**src/logic/mdv_pkg.sv**
```systemverilog
// shared constants and carriers of the multiply/divide unit
// assumes a single system clock; every calculation time is counted in its periods
package mdv_pkg;

  localparam int ADDR_W   = 4;
  localparam int DATA_W   = 8;
  localparam int NUM_DATA = 6;
  localparam int OPND_W   = NUM_DATA * DATA_W;

  // register offsets
  localparam logic [ADDR_W-1:0] OFS_DATA0    = 4'h0;
  localparam logic [ADDR_W-1:0] OFS_DATA5    = 4'h5;
  localparam logic [ADDR_W-1:0] OFS_STATUS   = 4'h6;
  localparam logic [ADDR_W-1:0] OFS_IRQ_STAT = 4'h7;
  localparam logic [ADDR_W-1:0] OFS_IRQ_MASK = 4'h8;

  // status and interrupt field positions
  localparam int ERR_BIT      = 7;
  localparam int OVF_BIT      = 6;
  localparam int IRQ_DONE_BIT = 0;
  localparam int IRQ_ERR_BIT  = 1;
  localparam int IRQ_W        = 2;

  localparam logic [DATA_W-1:0] STATUS_RST = 8'h00;
  localparam logic [IRQ_W-1:0]  IRQ_RST    = 2'h0;

  // calculation times in system clock periods
  localparam int CLK_PER_SYSTEM_CLOCK_PERIOD = 1;
  localparam int DIV32_SYSTEM_CLOCK_PERIOD   = 17;
  localparam int DIV16_SYSTEM_CLOCK_PERIOD   = 9;
  localparam int MUL_SYSTEM_CLOCK_PERIOD     = 11;
  localparam int DIV32_CYC    = DIV32_SYSTEM_CLOCK_PERIOD * CLK_PER_SYSTEM_CLOCK_PERIOD;
  localparam int DIV16_CYC    = DIV16_SYSTEM_CLOCK_PERIOD * CLK_PER_SYSTEM_CLOCK_PERIOD;
  localparam int MUL_CYC      = MUL_SYSTEM_CLOCK_PERIOD * CLK_PER_SYSTEM_CLOCK_PERIOD;
  localparam int CNT_W        = 5;

  // answer to a division by zero
  localparam logic [31:0] DIVZ_QUOT = 32'hffff_ffff;

  // byte write masks of the result per operation
  localparam logic [NUM_DATA-1:0] WE_DIV32 = 6'h3f;
  localparam logic [NUM_DATA-1:0] WE_DIV16 = 6'h33;
  localparam logic [NUM_DATA-1:0] WE_MUL   = 6'h0f;

  typedef enum logic [1:0] {
    OP_DIV32 = 2'b00,
    OP_DIV16 = 2'b01,
    OP_MUL   = 2'b10
  } mdv_op_t;

  // progress through the operand write orderings
  typedef enum logic [3:0] {
    SQ_IDLE  = 4'b0000,
    SQ_W0    = 4'b0001,
    SQ_W01   = 4'b0010,
    SQ_W012  = 4'b0011,
    SQ_W0123 = 4'b0100,
    SQ_W0123_4 = 4'b0101,
    SQ_W014  = 4'b0110,
    SQ_W04   = 4'b0111,
    SQ_W041  = 4'b1000
  } mdv_seq_t;

  typedef struct packed {
    logic              start;
    mdv_op_t           op;
    logic [OPND_W-1:0] opnd;
  } mdv_calc_in_t;

  typedef struct packed {
    logic                busy;
    logic                done;
    logic                ovf;
    logic [NUM_DATA-1:0] we;
    logic [OPND_W-1:0]   res;
  } mdv_calc_out_t;

endpackage

```
**src/logic/mdv_calc.sv**
```systemverilog
// calculation core: latches operands on start, answers after the fixed latency
// assumes start only while not busy; result bytes are valid in the cycle done is high
module mdv_calc
  import mdv_pkg::*;
#(
  parameter int DIV32_LAT = mdv_pkg::DIV32_CYC,
  parameter int DIV16_LAT = mdv_pkg::DIV16_CYC,
  parameter int MUL_LAT   = mdv_pkg::MUL_CYC
)
(
  input  wire logic                   clk,
  input  wire logic                   srst,
  input  wire mdv_pkg::mdv_calc_in_t  cin,
  output      mdv_pkg::mdv_calc_out_t cout
);

  // the busy-length helper of the unit counts in CNT_W bits, so 31 is the ceiling
  if (DIV32_LAT < 2 || DIV16_LAT < 2 || MUL_LAT < 2 ||
      DIV32_LAT > 31 || DIV16_LAT > 31 || MUL_LAT > 31)
  begin : g_bad_lat
    $error("mdv_calc latency out of range");
  end

  typedef struct packed {
    logic              busy;
    mdv_op_t           op;
    logic [CNT_W-1:0]  cnt;
    logic [OPND_W-1:0] opnd;
    mdv_calc_out_t     out;
  } mdv_calc_st_t;

  mdv_calc_st_t s;
  mdv_calc_st_t next_s;
  logic [31:0]  dvd;
  logic [15:0]  dvs;
  logic [31:0]  prod;
  logic [31:0]  quot;
  logic [15:0]  rem;

  // 16x16 unsigned multiplier and 32/16 divider
  always_comb
  begin
    dvd  = (s.op == OP_DIV16) ? {16'h0000, s.opnd[15:0]} : s.opnd[31:0];
    dvs  = s.opnd[47:32];
    prod = s.opnd[15:0] * s.opnd[47:32];
    quot = DIVZ_QUOT;
    rem  = dvd[15:0];
    if (dvs != 16'h0000)
    begin
      quot = dvd / {16'h0000, dvs};
      rem  = 16'(dvd % {16'h0000, dvs});
    end
  end

  always_comb
  begin
    next_s          = s;
    next_s.out.done = 1'b0;
    if (cin.start)
    begin
      next_s.busy = 1'b1;
      next_s.op   = cin.op;
      next_s.opnd = cin.opnd;
      case (cin.op)
        OP_DIV32: next_s.cnt = CNT_W'(DIV32_LAT - 2);
        OP_DIV16: next_s.cnt = CNT_W'(DIV16_LAT - 2);
        OP_MUL:   next_s.cnt = CNT_W'(MUL_LAT - 2);
        default:  next_s.cnt = CNT_W'(DIV32_LAT - 2);
      endcase
    end
    else if (s.busy)
    begin
      if (s.cnt == '0)
      begin
        next_s.busy     = 1'b0;
        next_s.out.done = 1'b1;
        if (s.op == OP_MUL)
        begin
          next_s.out.ovf = |prod[31:16];
          next_s.out.we  = WE_MUL;
          next_s.out.res = {16'h0000, prod};
        end
        else
        begin
          next_s.out.ovf = (dvs == 16'h0000);
          next_s.out.we  = (s.op == OP_DIV16) ? WE_DIV16 : WE_DIV32;
          next_s.out.res = {rem, quot};
        end
      end
      else
      begin
        next_s.cnt = s.cnt - CNT_W'(1);
      end
    end
    next_s.out.busy = next_s.busy;
    if (srst)
    begin
      next_s.busy = 1'b0;
      next_s.cnt  = '0;
      next_s.op   = OP_DIV32;
      next_s.out  = '0;
    end
  end

  always_ff @(posedge clk)
  begin
    s <= next_s;
  end

  assign cout = s.out;

  property p_mul_prod;
    @(posedge clk) disable iff (srst)
      cin.start && cin.op == OP_MUL |-> ##11 (cout.done &&
        cout.res[31:0] == $past(cin.opnd[15:0], 11) * $past(cin.opnd[47:32], 11));
  endproperty
  a_mul_prod: assert property (p_mul_prod) else $error("product wrong or late");

  property p_div16_res;
    @(posedge clk) disable iff (srst)
      cin.start && cin.op == OP_DIV16 && cin.opnd[47:32] != 16'h0000 |-> ##9 (cout.done &&
        cout.res[15:0] == 16'($past(cin.opnd[15:0], 9) / $past(cin.opnd[47:32], 9)));
  endproperty
  a_div16_res: assert property (p_div16_res) else $error("16/16 quotient wrong or late");

endmodule

```
**src/logic/mdv_unit.sv**
```systemverilog
// multiply/divide unit: six byte data registers, status, interrupt status and mask
// assumes a simple register port on the system clock, read data one cycle after the strobe
//
// Our own choices: the placing of the registers and strobed register access.
module mdv_unit
  import mdv_pkg::*;
#(
  parameter int DIV32_LAT = mdv_pkg::DIV32_CYC,
  parameter int DIV16_LAT = mdv_pkg::DIV16_CYC,
  parameter int MUL_LAT   = mdv_pkg::MUL_CYC
)
(
  input  wire logic                        SYS_CLK,
  input  wire logic                        SRST,
  input  wire logic [mdv_pkg::ADDR_W-1:0]  ADDR,
  input  wire logic [mdv_pkg::DATA_W-1:0]  WDATA,
  input  wire logic                        WR,
  input  wire logic                        RD,
  output      logic [mdv_pkg::DATA_W-1:0]  RDATA,
  output      logic                        IRQ,
  output      logic                        BUSY
);

  typedef struct packed {
    logic [NUM_DATA-1:0][DATA_W-1:0] data;
    mdv_seq_t                        seq;
    logic                            busy;
    mdv_op_t                         op;
    logic                            err;
    logic                            ovf;
    logic [IRQ_W-1:0]                ist;
    logic [IRQ_W-1:0]                imsk;
    logic                            irq;
    logic [DATA_W-1:0]               rdata;
  } mdv_unit_st_t;

  mdv_unit_st_t  s;
  mdv_unit_st_t  next_s;
  mdv_calc_in_t  calc_in;
  mdv_calc_out_t calc_out;
  logic          acc_data;
  logic          wr_data;
  logic          seq_done;
  mdv_op_t       seq_op;
  logic [2:0]    idx;
  logic          err_evt;
  logic [DATA_W-1:0] status_val;

  assign idx        = ADDR[2:0];
  assign acc_data   = (ADDR <= OFS_DATA5);
  assign wr_data    = WR && acc_data;
  assign status_val = {s.err, s.ovf, 6'h00};
  assign err_evt    = (RD || WR) && acc_data && s.busy;

  // ordering tracker: a byte 0 write while not busy restarts the search, so a stray
  // byte costs only the current attempt, never a later one
  function automatic mdv_seq_t seq_step(input mdv_seq_t cur, input logic [2:0] i);
    mdv_seq_t nxt;
    nxt = SQ_IDLE;
    case (i)
      3'h0: nxt = SQ_W0;
      3'h1: nxt = (cur == SQ_W0) ? SQ_W01 : ((cur == SQ_W04) ? SQ_W041 : SQ_IDLE);
      3'h2: nxt = (cur == SQ_W01) ? SQ_W012 : SQ_IDLE;
      3'h3: nxt = (cur == SQ_W012) ? SQ_W0123 : SQ_IDLE;
      3'h4:
      begin
        case (cur)
          SQ_W0123: nxt = SQ_W0123_4;
          SQ_W01:   nxt = SQ_W014;
          SQ_W0:    nxt = SQ_W04;
          default:  nxt = SQ_IDLE;
        endcase
      end
      default: nxt = SQ_IDLE;
    endcase
    return nxt;
  endfunction

  always_comb
  begin
    seq_done = 1'b0;
    seq_op   = OP_DIV32;
    case (s.seq)
      SQ_W0123_4:
      begin
        seq_done = 1'b1;
        seq_op   = OP_DIV32;
      end
      SQ_W014:
      begin
        seq_done = 1'b1;
        seq_op   = OP_DIV16;
      end
      SQ_W041:
      begin
        seq_done = 1'b1;
        seq_op   = OP_MUL;
      end
      default:
      begin
        seq_done = 1'b0;
        seq_op   = OP_DIV32;
      end
    endcase
  end

  always_comb
  begin
    calc_in.start = wr_data && !s.busy && (ADDR == OFS_DATA5) && seq_done && !SRST;
    calc_in.op    = seq_op;
    calc_in.opnd  = {WDATA, s.data[4], s.data[3], s.data[2], s.data[1], s.data[0]};
  end

  mdv_calc #(
    .DIV32_LAT (DIV32_LAT),
    .DIV16_LAT (DIV16_LAT),
    .MUL_LAT   (MUL_LAT)
  ) u_calc (
    .clk  (SYS_CLK),
    .srst (SRST),
    .cin  (calc_in),
    .cout (calc_out)
  );

  always_comb
  begin
    next_s       = s;
    next_s.rdata = 8'h00;
    // reads answer in the next cycle only; data bytes read as stored, even stale
    if (RD)
    begin
      if (acc_data)
      begin
        next_s.rdata = s.data[idx];
      end
      else if (ADDR == OFS_STATUS)
      begin
        next_s.rdata = status_val;
        if (s.err && !s.busy)
        begin
          next_s.err = 1'b0;
        end
      end
      else if (ADDR == OFS_IRQ_STAT)
      begin
        next_s.rdata = {6'h00, s.ist};
      end
      else if (ADDR == OFS_IRQ_MASK)
      begin
        next_s.rdata = {6'h00, s.imsk};
      end
    end
    if (WR)
    begin
      // a data write while busy is dropped: the operands in flight stay intact
      if (wr_data && !s.busy)
      begin
        next_s.data[idx] = WDATA;
        if (ADDR == OFS_DATA5)
        begin
          next_s.seq = SQ_IDLE;
        end
        else
        begin
          next_s.seq = seq_step(s.seq, idx);
        end
      end
      else if (ADDR == OFS_IRQ_STAT)
      begin
        next_s.ist = s.ist & ~WDATA[IRQ_W-1:0];
      end
      else if (ADDR == OFS_IRQ_MASK)
      begin
        next_s.imsk = WDATA[IRQ_W-1:0];
      end
    end
    if (calc_in.start)
    begin
      next_s.busy = 1'b1;
      next_s.op   = seq_op;
    end
    if (calc_out.done)
    begin
      for (int i = 0; i < NUM_DATA; i++)
      begin
        if (calc_out.we[i])
        begin
          next_s.data[i] = calc_out.res[i*DATA_W +: DATA_W];
        end
      end
      next_s.ovf = calc_out.ovf;
      next_s.busy = 1'b0;
      next_s.ist[IRQ_DONE_BIT] = 1'b1;
    end
    // events placed after the clear so a set in the same cycle wins
    if (err_evt)
    begin
      next_s.err = 1'b1;
      next_s.ist[IRQ_ERR_BIT] = 1'b1;
    end
    next_s.irq = |(next_s.ist & next_s.imsk);
    if (SRST)
    begin
      next_s.seq   = SQ_IDLE;
      next_s.busy  = 1'b0;
      next_s.op    = OP_DIV32;
      next_s.err   = STATUS_RST[ERR_BIT];
      next_s.ovf   = STATUS_RST[OVF_BIT];
      next_s.ist   = IRQ_RST;
      next_s.imsk  = IRQ_RST;
      next_s.irq   = 1'b0;
      next_s.rdata = 8'h00;
    end
  end

  always_ff @(posedge SYS_CLK)
  begin
    s <= next_s;
  end

  assign RDATA = s.rdata;
  assign IRQ   = s.irq;
  assign BUSY  = s.busy;

  // helper: cycles the unit has been busy, for the latency check
  logic [CNT_W-1:0] busy_len;
  always_ff @(posedge SYS_CLK)
  begin
    if (SRST || !s.busy)
    begin
      busy_len <= '0;
    end
    else
    begin
      busy_len <= busy_len + CNT_W'(1);
    end
  end

  int lat_div32;
  int lat_div16;
  int lat_mul;
  assign lat_div32 = DIV32_LAT;
  assign lat_div16 = DIV16_LAT;
  assign lat_mul   = MUL_LAT;

  property p_start;
    @(posedge SYS_CLK) disable iff (SRST)
      WR && ADDR == OFS_DATA5 && !BUSY && seq_done |=> BUSY && s.op == $past(seq_op);
  endproperty
  a_start: assert property (p_start) else $error("valid ordering did not start");

  property p_no_start;
    @(posedge SYS_CLK) disable iff (SRST)
      WR && ADDR == OFS_DATA5 && !BUSY && !seq_done |=> !BUSY && s.data[5] == $past(WDATA);
  endproperty
  a_no_start: assert property (p_no_start) else $error("bad ordering started");

  property p_latency;
    @(posedge SYS_CLK) disable iff (SRST)
      $fell(BUSY) |-> int'(busy_len) == ((s.op == OP_MUL) ? lat_mul :
                       ((s.op == OP_DIV16) ? lat_div16 : lat_div32));
  endproperty
  a_latency: assert property (p_latency) else $error("calculation time wrong");

  property p_div32_order;
    @(posedge SYS_CLK) disable iff (SRST)
      wr_data && !BUSY && idx == 3'h4 && s.seq == SQ_W0123 |=> s.seq == SQ_W0123_4;
  endproperty
  a_div32_order: assert property (p_div32_order) else $error("div32 ordering lost");

  property p_div16_order;
    @(posedge SYS_CLK) disable iff (SRST)
      wr_data && !BUSY && idx == 3'h4 && s.seq == SQ_W01 |=> s.seq == SQ_W014;
  endproperty
  a_div16_order: assert property (p_div16_order) else $error("div16 ordering lost");

  property p_mul_order;
    @(posedge SYS_CLK) disable iff (SRST)
      wr_data && !BUSY && idx == 3'h1 && s.seq == SQ_W04 |=> s.seq == SQ_W041;
  endproperty
  a_mul_order: assert property (p_mul_order) else $error("mul ordering lost");

  property p_hold_seq;
    @(posedge SYS_CLK) disable iff (SRST)
      !wr_data |=> $stable(s.seq);
  endproperty
  a_hold_seq: assert property (p_hold_seq) else $error("ordering disturbed");

  property p_err_set;
    @(posedge SYS_CLK) disable iff (SRST)
      (RD || WR) && acc_data && BUSY |=> s.err;
  endproperty
  a_err_set: assert property (p_err_set) else $error("error flag not set");

  property p_err_clr;
    @(posedge SYS_CLK) disable iff (SRST)
      RD && ADDR == OFS_STATUS && s.err && !BUSY |=> !s.err ##0 RDATA[ERR_BIT];
  endproperty
  a_err_clr: assert property (p_err_clr) else $error("error flag not cleared");

  property p_ovf;
    @(posedge SYS_CLK) disable iff (SRST)
      calc_out.done |=> s.ovf == ((s.op == OP_MUL) ? (s.data[3] != 8'h00 ||
        s.data[2] != 8'h00) : $past(calc_out.ovf));
  endproperty
  a_ovf: assert property (p_ovf) else $error("overflow flag wrong");

  property p_status_rd;
    @(posedge SYS_CLK) disable iff (SRST)
      RD && ADDR == OFS_STATUS |=> RDATA[5:0] == 6'h00 && RDATA[OVF_BIT] == $past(s.ovf);
  endproperty
  a_status_rd: assert property (p_status_rd) else $error("status read wrong");

  property p_div32_res;
    @(posedge SYS_CLK) disable iff (SRST)
      calc_out.done && s.op == OP_DIV32 |=> {s.data[3], s.data[2], s.data[1], s.data[0]}
        == $past(calc_out.res[31:0]);
  endproperty
  a_div32_res: assert property (p_div32_res) else $error("div32 quotient not stored");

  // a mask write in the completion cycle may legally withdraw the request
  property p_irq;
    @(posedge SYS_CLK) disable iff (SRST)
      calc_out.done && s.imsk[IRQ_DONE_BIT] && !(WR && ADDR == OFS_IRQ_MASK) |=> IRQ;
  endproperty
  a_irq: assert property (p_irq) else $error("interrupt output wrong");

  c_div32: cover property (@(posedge SYS_CLK) disable iff (SRST)
    calc_in.start && seq_op == OP_DIV32);
  c_div16: cover property (@(posedge SYS_CLK) disable iff (SRST)
    calc_in.start && seq_op == OP_DIV16);
  c_mul: cover property (@(posedge SYS_CLK) disable iff (SRST)
    calc_in.start && seq_op == OP_MUL);
  c_err: cover property (@(posedge SYS_CLK) disable iff (SRST) err_evt);

endmodule
```
**config.mk**
```make
export PLATFORM = sky130hd
export DESIGN_NAME = mdv_unit
export DESIGN_NICKNAME = d
export VERILOG_FILES = /design/src/logic/mdv_pkg.sv /design/src/logic/mdv_calc.sv /design/src/logic/mdv_unit.sv
export SDC_FILE = /design/constraint.sdc
export NUM_CORES = 2
export LEC_CHECK = 0
export BUFFER_PORTS_ARGS = -buffer_cell sky130_fd_sc_hd__buf_2
export CAP_MARGIN = 20
export CORE_ASPECT_RATIO = 0.9
export CORE_UTILIZATION = 55
export DETAILED_ROUTE_END_ITERATION = 10
export HOLD_SLACK_MARGIN = 0.02
export PLACE_DENSITY = 0.76
export SETUP_SLACK_MARGIN = 0.4
export SYNTH_ARGS = -nofsm -noshare
export SYNTH_HDL_FRONTEND = slang
export SYNTH_SLANG_ARGS = --single-unit
export TNS_END_PERCENT = 10
```
**constraint.sdc**
```tcl
create_clock -name SYS_CLK -period 97 [get_ports SYS_CLK]
set_input_delay 4.85 -clock SYS_CLK [delete_from_list [all_inputs] [get_ports SYS_CLK]]
set_output_delay 4.85 -clock SYS_CLK [all_outputs]
set_load 0.005 [all_outputs]
```
# [Word-level counts from Yosys, hierarchy flattened]
# Index checks and enable logic that the tools add are counted.
[totals] register_bits=180 wordCells=139
[op_classes] addsub=1 multipliers=1 div_mod_pow=2 n_lt_le_gt_ge=3 eq_ne=22 n_mux=52 n_bitwise=6 reduce_logical=30
[op_table] op="2-to-1 mux 52 bit" n=2
[op_table] op="2-to-1 mux 8 bit" n=10
[op_table] op="2-to-1 mux 32 bit" n=2
[op_table] op="2-to-1 mux 56 bit" n=1
[op_table] op="2-to-1 mux 55 bit" n=1
[op_table] op="bitwise mux 48 bit" n=1
[op_table] op="2-to-1 mux 48 bit" n=1
[op_table] op="divider 32 x 16 -> 32 bit" n=1
[op_table] op="modulo 32 x 16 -> 32 bit" n=1
[op_table] op="multiplier 16 x 16 -> 32 bit" n=1
[op_table] op="equality test 4 x 3 -> 1 bit, second input constant" n=7
[op_table] op="binary-select mux 8 bit (select 3 bit)" n=1
[op_table] op="demux 8 bit (select 3 bit)" n=1
[op_table] op="2-to-1 mux 4 bit" n=6
[op_table] op="case mux 4 bit (5 select lines)" n=1
[op_table] op="logical NOT 16 bit" n=1
[op_table] op="2-to-1 mux 16 bit" n=1
[op_table] op="nonzero test 16 bit" n=1
[op_table] op="OR reduction 16 bit" n=1
[op_table] op="2-to-1 mux 5 bit" n=3
[op_table] op="2-to-1 mux 2 bit" n=6
[op_table] op="2-to-1 mux 1 bit" n=11
[op_table] op="logical AND 1 bit" n=9
[op_table] op="case mux 3 bit (3 select lines)" n=1
[op_table] op="other kinds (30)" n=46

# [Logic depth before layout (Yosys ltp)]
[logic_depth] ltp_word=9 depth_mapped=464 depth_no_buf=425

# [Hierarchy]
# Synthesis repeated with hierarchy kept, for this count alone.
[unflattened] hier_cells=4898 hier_area_um2=38245.4
[modules_own_cells] mod="mdv_calc" instances=1 cells_each=4526 area_per_inst_um2=34827.2
[modules_own_cells] mod="mdv_unit" instances=1 cells_each=372 area_per_inst_um2=3418.3

# [Least setup slack after synthesis]
# Ideal clock, no wire load.
[synth_path] kind="reg2reg" from="register u_calc.s (netlist bit u_calc.dvs[0])" to="register u_calc.s (netlist bit u_calc.cout[40])" setup_time_ns=0.127 arrival_time_ns=90.542 t_required_ns=96.873 slack_ns=6.332 path_stages_with_launch=446 n_path_buf=44 period_less_slack_ns=90.668 path_cell_list="edfxtp_1 inv_1 ha_1 nor2b_1 a31o_1 a21boi_0 ha_1 o21a_1 o21a_1 nand2_1 o21ai_0 ha_1 o21ai_0 a211oi_2 o21ai_0 and2_1 a221o_1 ha_1 [... 410 more ...] a21o_1 a21o_1 a21o_1 a21o_1 a21o_1 a21o_1 a21o_1 a21o_1 o21a_1 o21ai_0 and3b_1 o221ai_1 nor3_1 o2111ai_1 a2111oi_4 buf_6 mux2i_1 a22oi_1"
[synth_between] elab_chain_len=3
[synth_lines] element="start, declared" line="mdv_calc.sv:32" rtl="mdv_calc_st_t s;"
[synth_lines] element="start signal, assigned" line="mdv_calc.sv:107" rtl="s <= next_s;"
[synth_lines] element="modulo 32 x 16 -> 32 bit or nonzero test 16 bit (tied branches)" line="mdv_calc.sv:51, mdv_calc.sv:48"
[synth_lines] element="2-to-1 mux 16 bit (*)" line="mdv_calc.sv:48" rtl="if (dvs != 16'h0000)"
[synth_lines] element="2-to-1 mux 55 bit (*)" line="mdv_calc.sv:77" rtl="if (s.op == OP_MUL)"
# Every way passes the cells marked *; elsewhere a longest branch is shown, timed or not.
# A chain may end at the register's enable or synchronous reset.

# [Final worst setup path]
[layout_path] from="register u_calc.s (netlist bit u_calc.dvs[15])" to="register u_calc.s (netlist bit u_calc.cout[33])"
# The elaborated chain is that of the path after synthesis.

==> metrics <==
syn nets 5684; Req. time, crit path 97.36 ns; WL final between 100 and 150 mm; main flop type after synthesis dfxtp_1; maximum root-to-sink buffer count 2; status completed; # placed instances between 5k and 6k; ranking of synthesized cells by area ha_1, fa_1, dfxtp_1; CP startpoint kind flip-flop; reg2reg start u_calc.dvs[15]; WL/cell around 21 um; most frequent cell after synthesis nand2_1; R2R Path End u_calc.cout[33]; Synth top cells by count nand2_1, ha_1, nor2_1, inv_1, a21oi_1; clock-pin slew on the worst setup and hold paths ~0.070 ns; FILL cells between 6k and 7k; Cells after Synth 4971; fmax about 0.011 GHz; global-route wire length before repair between 150 and 200 mm; synthesized area about 0.038 mm^2; Layout Nets about 5.6k; TritonRoute pass-1 iters 7; Netlist cell types 120; syn avg cell area between 7 and 8 um^2; CP peak stage delay between 0.5 and 0.6 ns; Slew Limit Fails 0; synthesis-to-finish area growth 6.374%; GRT overflow 0; Hold Path Stages 2; GP Congestion roughly 1; setup violators final 0; CP endpoint kind flip-flop; via count 38.14k; Hold Vio Cnt, Final 0; Tmin final between 90 and 100 ns; EDFF count, synth 48; CTS tree built; I/O pins 26; slowest CP cell or4_1; Die Y-Extent ~250 um; layout cell share with drive strength beyond 1 0.08870; antenna-violating nets left 0; Final period util 0.9360; skew final 0.01494 ns; Via density 6.486; vias in the first global route ~36k; R2R depth approximately 410; H-Tree Depth 4; drt drc 0; Port-buffer cells 25; Post-DP HPWL between 90 and 100 mm; CTS Buf Count 17; post-synthesis sequential area ratio 0.1050; CP startpoint u_calc.dvs[15]; Root Buffer clkbuf_16; Peak VDD IR approximately 0.000016 V; Crit Path Max Fanout 29; Synth Register Bits around 180; Hold Startpoint u_calc.cout[54]; # hold bufs at CTS 0; Setup Crit Path Kind reg2reg; clk sinks approximately 180; dominant cell type by area after synthesis ha_1; Worst Tran Pin Value ~1.1 ns; Synth async-reset ratio 0; initial core utilization 0.5572; leak pwr approximately 0.018 uW; Die ar. slightly above 0.07 mm^2; Max Cap Viol 0; Setup TNS 0 ns; initial antenna violation count 2; die boundary width 280.2 um; HP Class reg2reg; pin count of the biggest net entering global routing between 50 and 60; Max-slew headroom 0.2753; pwr dens between 4 and 5 mW/mm^2; Core Rows 91; Tot Pwr 186.5 uW; synth warn 0; GRT Util Overall 0.3368; fin cells 5880; most frequent cell on the critical path o21a_1; R2R setup slack between 6 and 7 ns; initial drt markers approximately 3.7k; end of the worst hold path u_calc.cout[54]; worst-skew pair later-pin latency about 0.44 ns; area of the core 0.06877 mm^2; Layout Utilization 0.5927; share of Yosys cell area claimed by the top area cell type 0.1639; Critical Path AT 91.15 ns
==> routing by layer <==
metal | vias up | part of all wire | global-route usage
li1 | 17991 | - | -
met2 | 1916 | 0.42 | 0.5093
met4 | 2 | 0.039 | 0.1168
met3 | 298 | 0.11 | 0.06286
met1 | 17933 | 0.43 | 0.4769
met5 | - | 0.00011 | 0
==> logic make-up (layout without fill, tap and decap cells) <==
logic type / after synthesis / in the layout / share of synthesized area
and+or+nand+nor: 1732 / 1733 / 0.2168
AOI/OAI and AO/OA: 1409 / 1410 / 0.2509
DFF: 177 / 177 / 0.1050
xor gates and xnor gates: 223 / 223 / 0.05133
buffers and inverters: 542 / 518 / 0.05502
adders and majority gates: 697 / 697 / 0.2658
other: 0 / 1 / 0
muxes: 191 / 191 / 0.05515
==> flip-flops by register name (all words and copies together) (netlist names) <==
name         cells
u_calc.cout     53
calc_in         40
u_calc.s        40
s               18
u_calc.dvs      16
RDATA            8
BUSY             1
IRQ              1
==> worst max path at each step <==
stage	slack (ns)	end	depth (start not counted)
after CTS	0.53	u_calc.cout[33]	408
after detailed placement	-0.58	u_calc.cout[33]	410
after floorplan	6.33	u_calc.cout[40]	445
after global placement	2.43	u_calc.cout[33]	412
final	6.21	u_calc.cout[33]	413
after global routing	-0.03	u_calc.cout[33]	421
==> stage by stage <==
| stage | cell area, um^2 | worst slack (ns) | hold slack (ns) |
|---|---|---|---|
| 4_1_cts | 40070 | 0.5315 | 0.4531 |
| 3_3_place_gp | 39410 | 2.429 | 0.4257 |
| 5_1_grt | 40760 | -0.03205 | 0.4745 |
| 6_report | 40760 | 6.211 | 0.4530 |
| 3_5_place_dp | 39480 | -0.5835 | 0.4329 |
| 2_1_floorplan | 38320 | 6.332 | 0.4181 |
==> where the power goes <==
part | switching [uW] | internal (uW) | leakage, uW | total [uW]
combinational | 19.6 | 14.3 | 0.0160 | 33.9
sequential | 5.14 | 82.1 | 0.00149 | 87.2
clock | 31.1 | 34.3 | 0.000281 | 65.4
total | 55.8 | 131 | 0.0177 | 186
==> layout make-up <==
type                            instances  area, um^2  share of cell area
Clock inverter                         14       117.6            0.002885
Sequential cell                       177        4024             0.09872
Timing Repair Buffer                  152        1135             0.02784
Clock buffer                           18       439.2             0.01077
Multi-Input combinational cell       4254       32620              0.8003
Tap cell                              930        1164             0.02855
Inverter                              333        1254             0.03076
Antenna cell                            1       2.502          0.00006139
Timing Repair inverter                  1       5.005           0.0001228
==> what timing repair did <==
| action | CTS | global route |
|---|---|---|
| pin swaps | 0 | 17 |
| gates cloned | 0 | 3 |
| resized for setup | 6 | 79 |
| buffers inserted | 0 | 44 |
| setup endpoints to repair | 17 | 18 |
==> critical path: cells and delay by family (launching register included) <==
family                   cells  cell delay (ns)
AO/OA/AOI/OAI              252            53.65
adder cells (fa/ha/maj)     31             9.65
buffers and inverters       21             3.79
flip-flops                   1             0.36
multiplexers                 8             2.24
AND/OR/NAND/NOR            101            20.88
==> layout by cell type (no fill, tap or decap), drive strengths merged, types with 15 or more instances in the layout <==
master  instances
xnor2         141
a211oi         37
nand3          88
nor3          236
mux2           75
o22ai          19
nor2b          38
nand2         594
o221ai         22
a211o          15
a31oi          31
ha            502
a21o           95
edfxtp         48
and3           28
mux2i         108
fa            195
and2           92
xor2           81
o21ai         254
a22oi          27
nand4          45
clkbuf         19
o21a          214
dfxtp         129
nor2          362
inv           340
nand2b         37
o21bai         39
or2            49
or3            49
o31ai         118
a21oi         310
a21boi         25
buf           151
o211ai         53
nor4           41
Power figures use the tool's default switching activity.
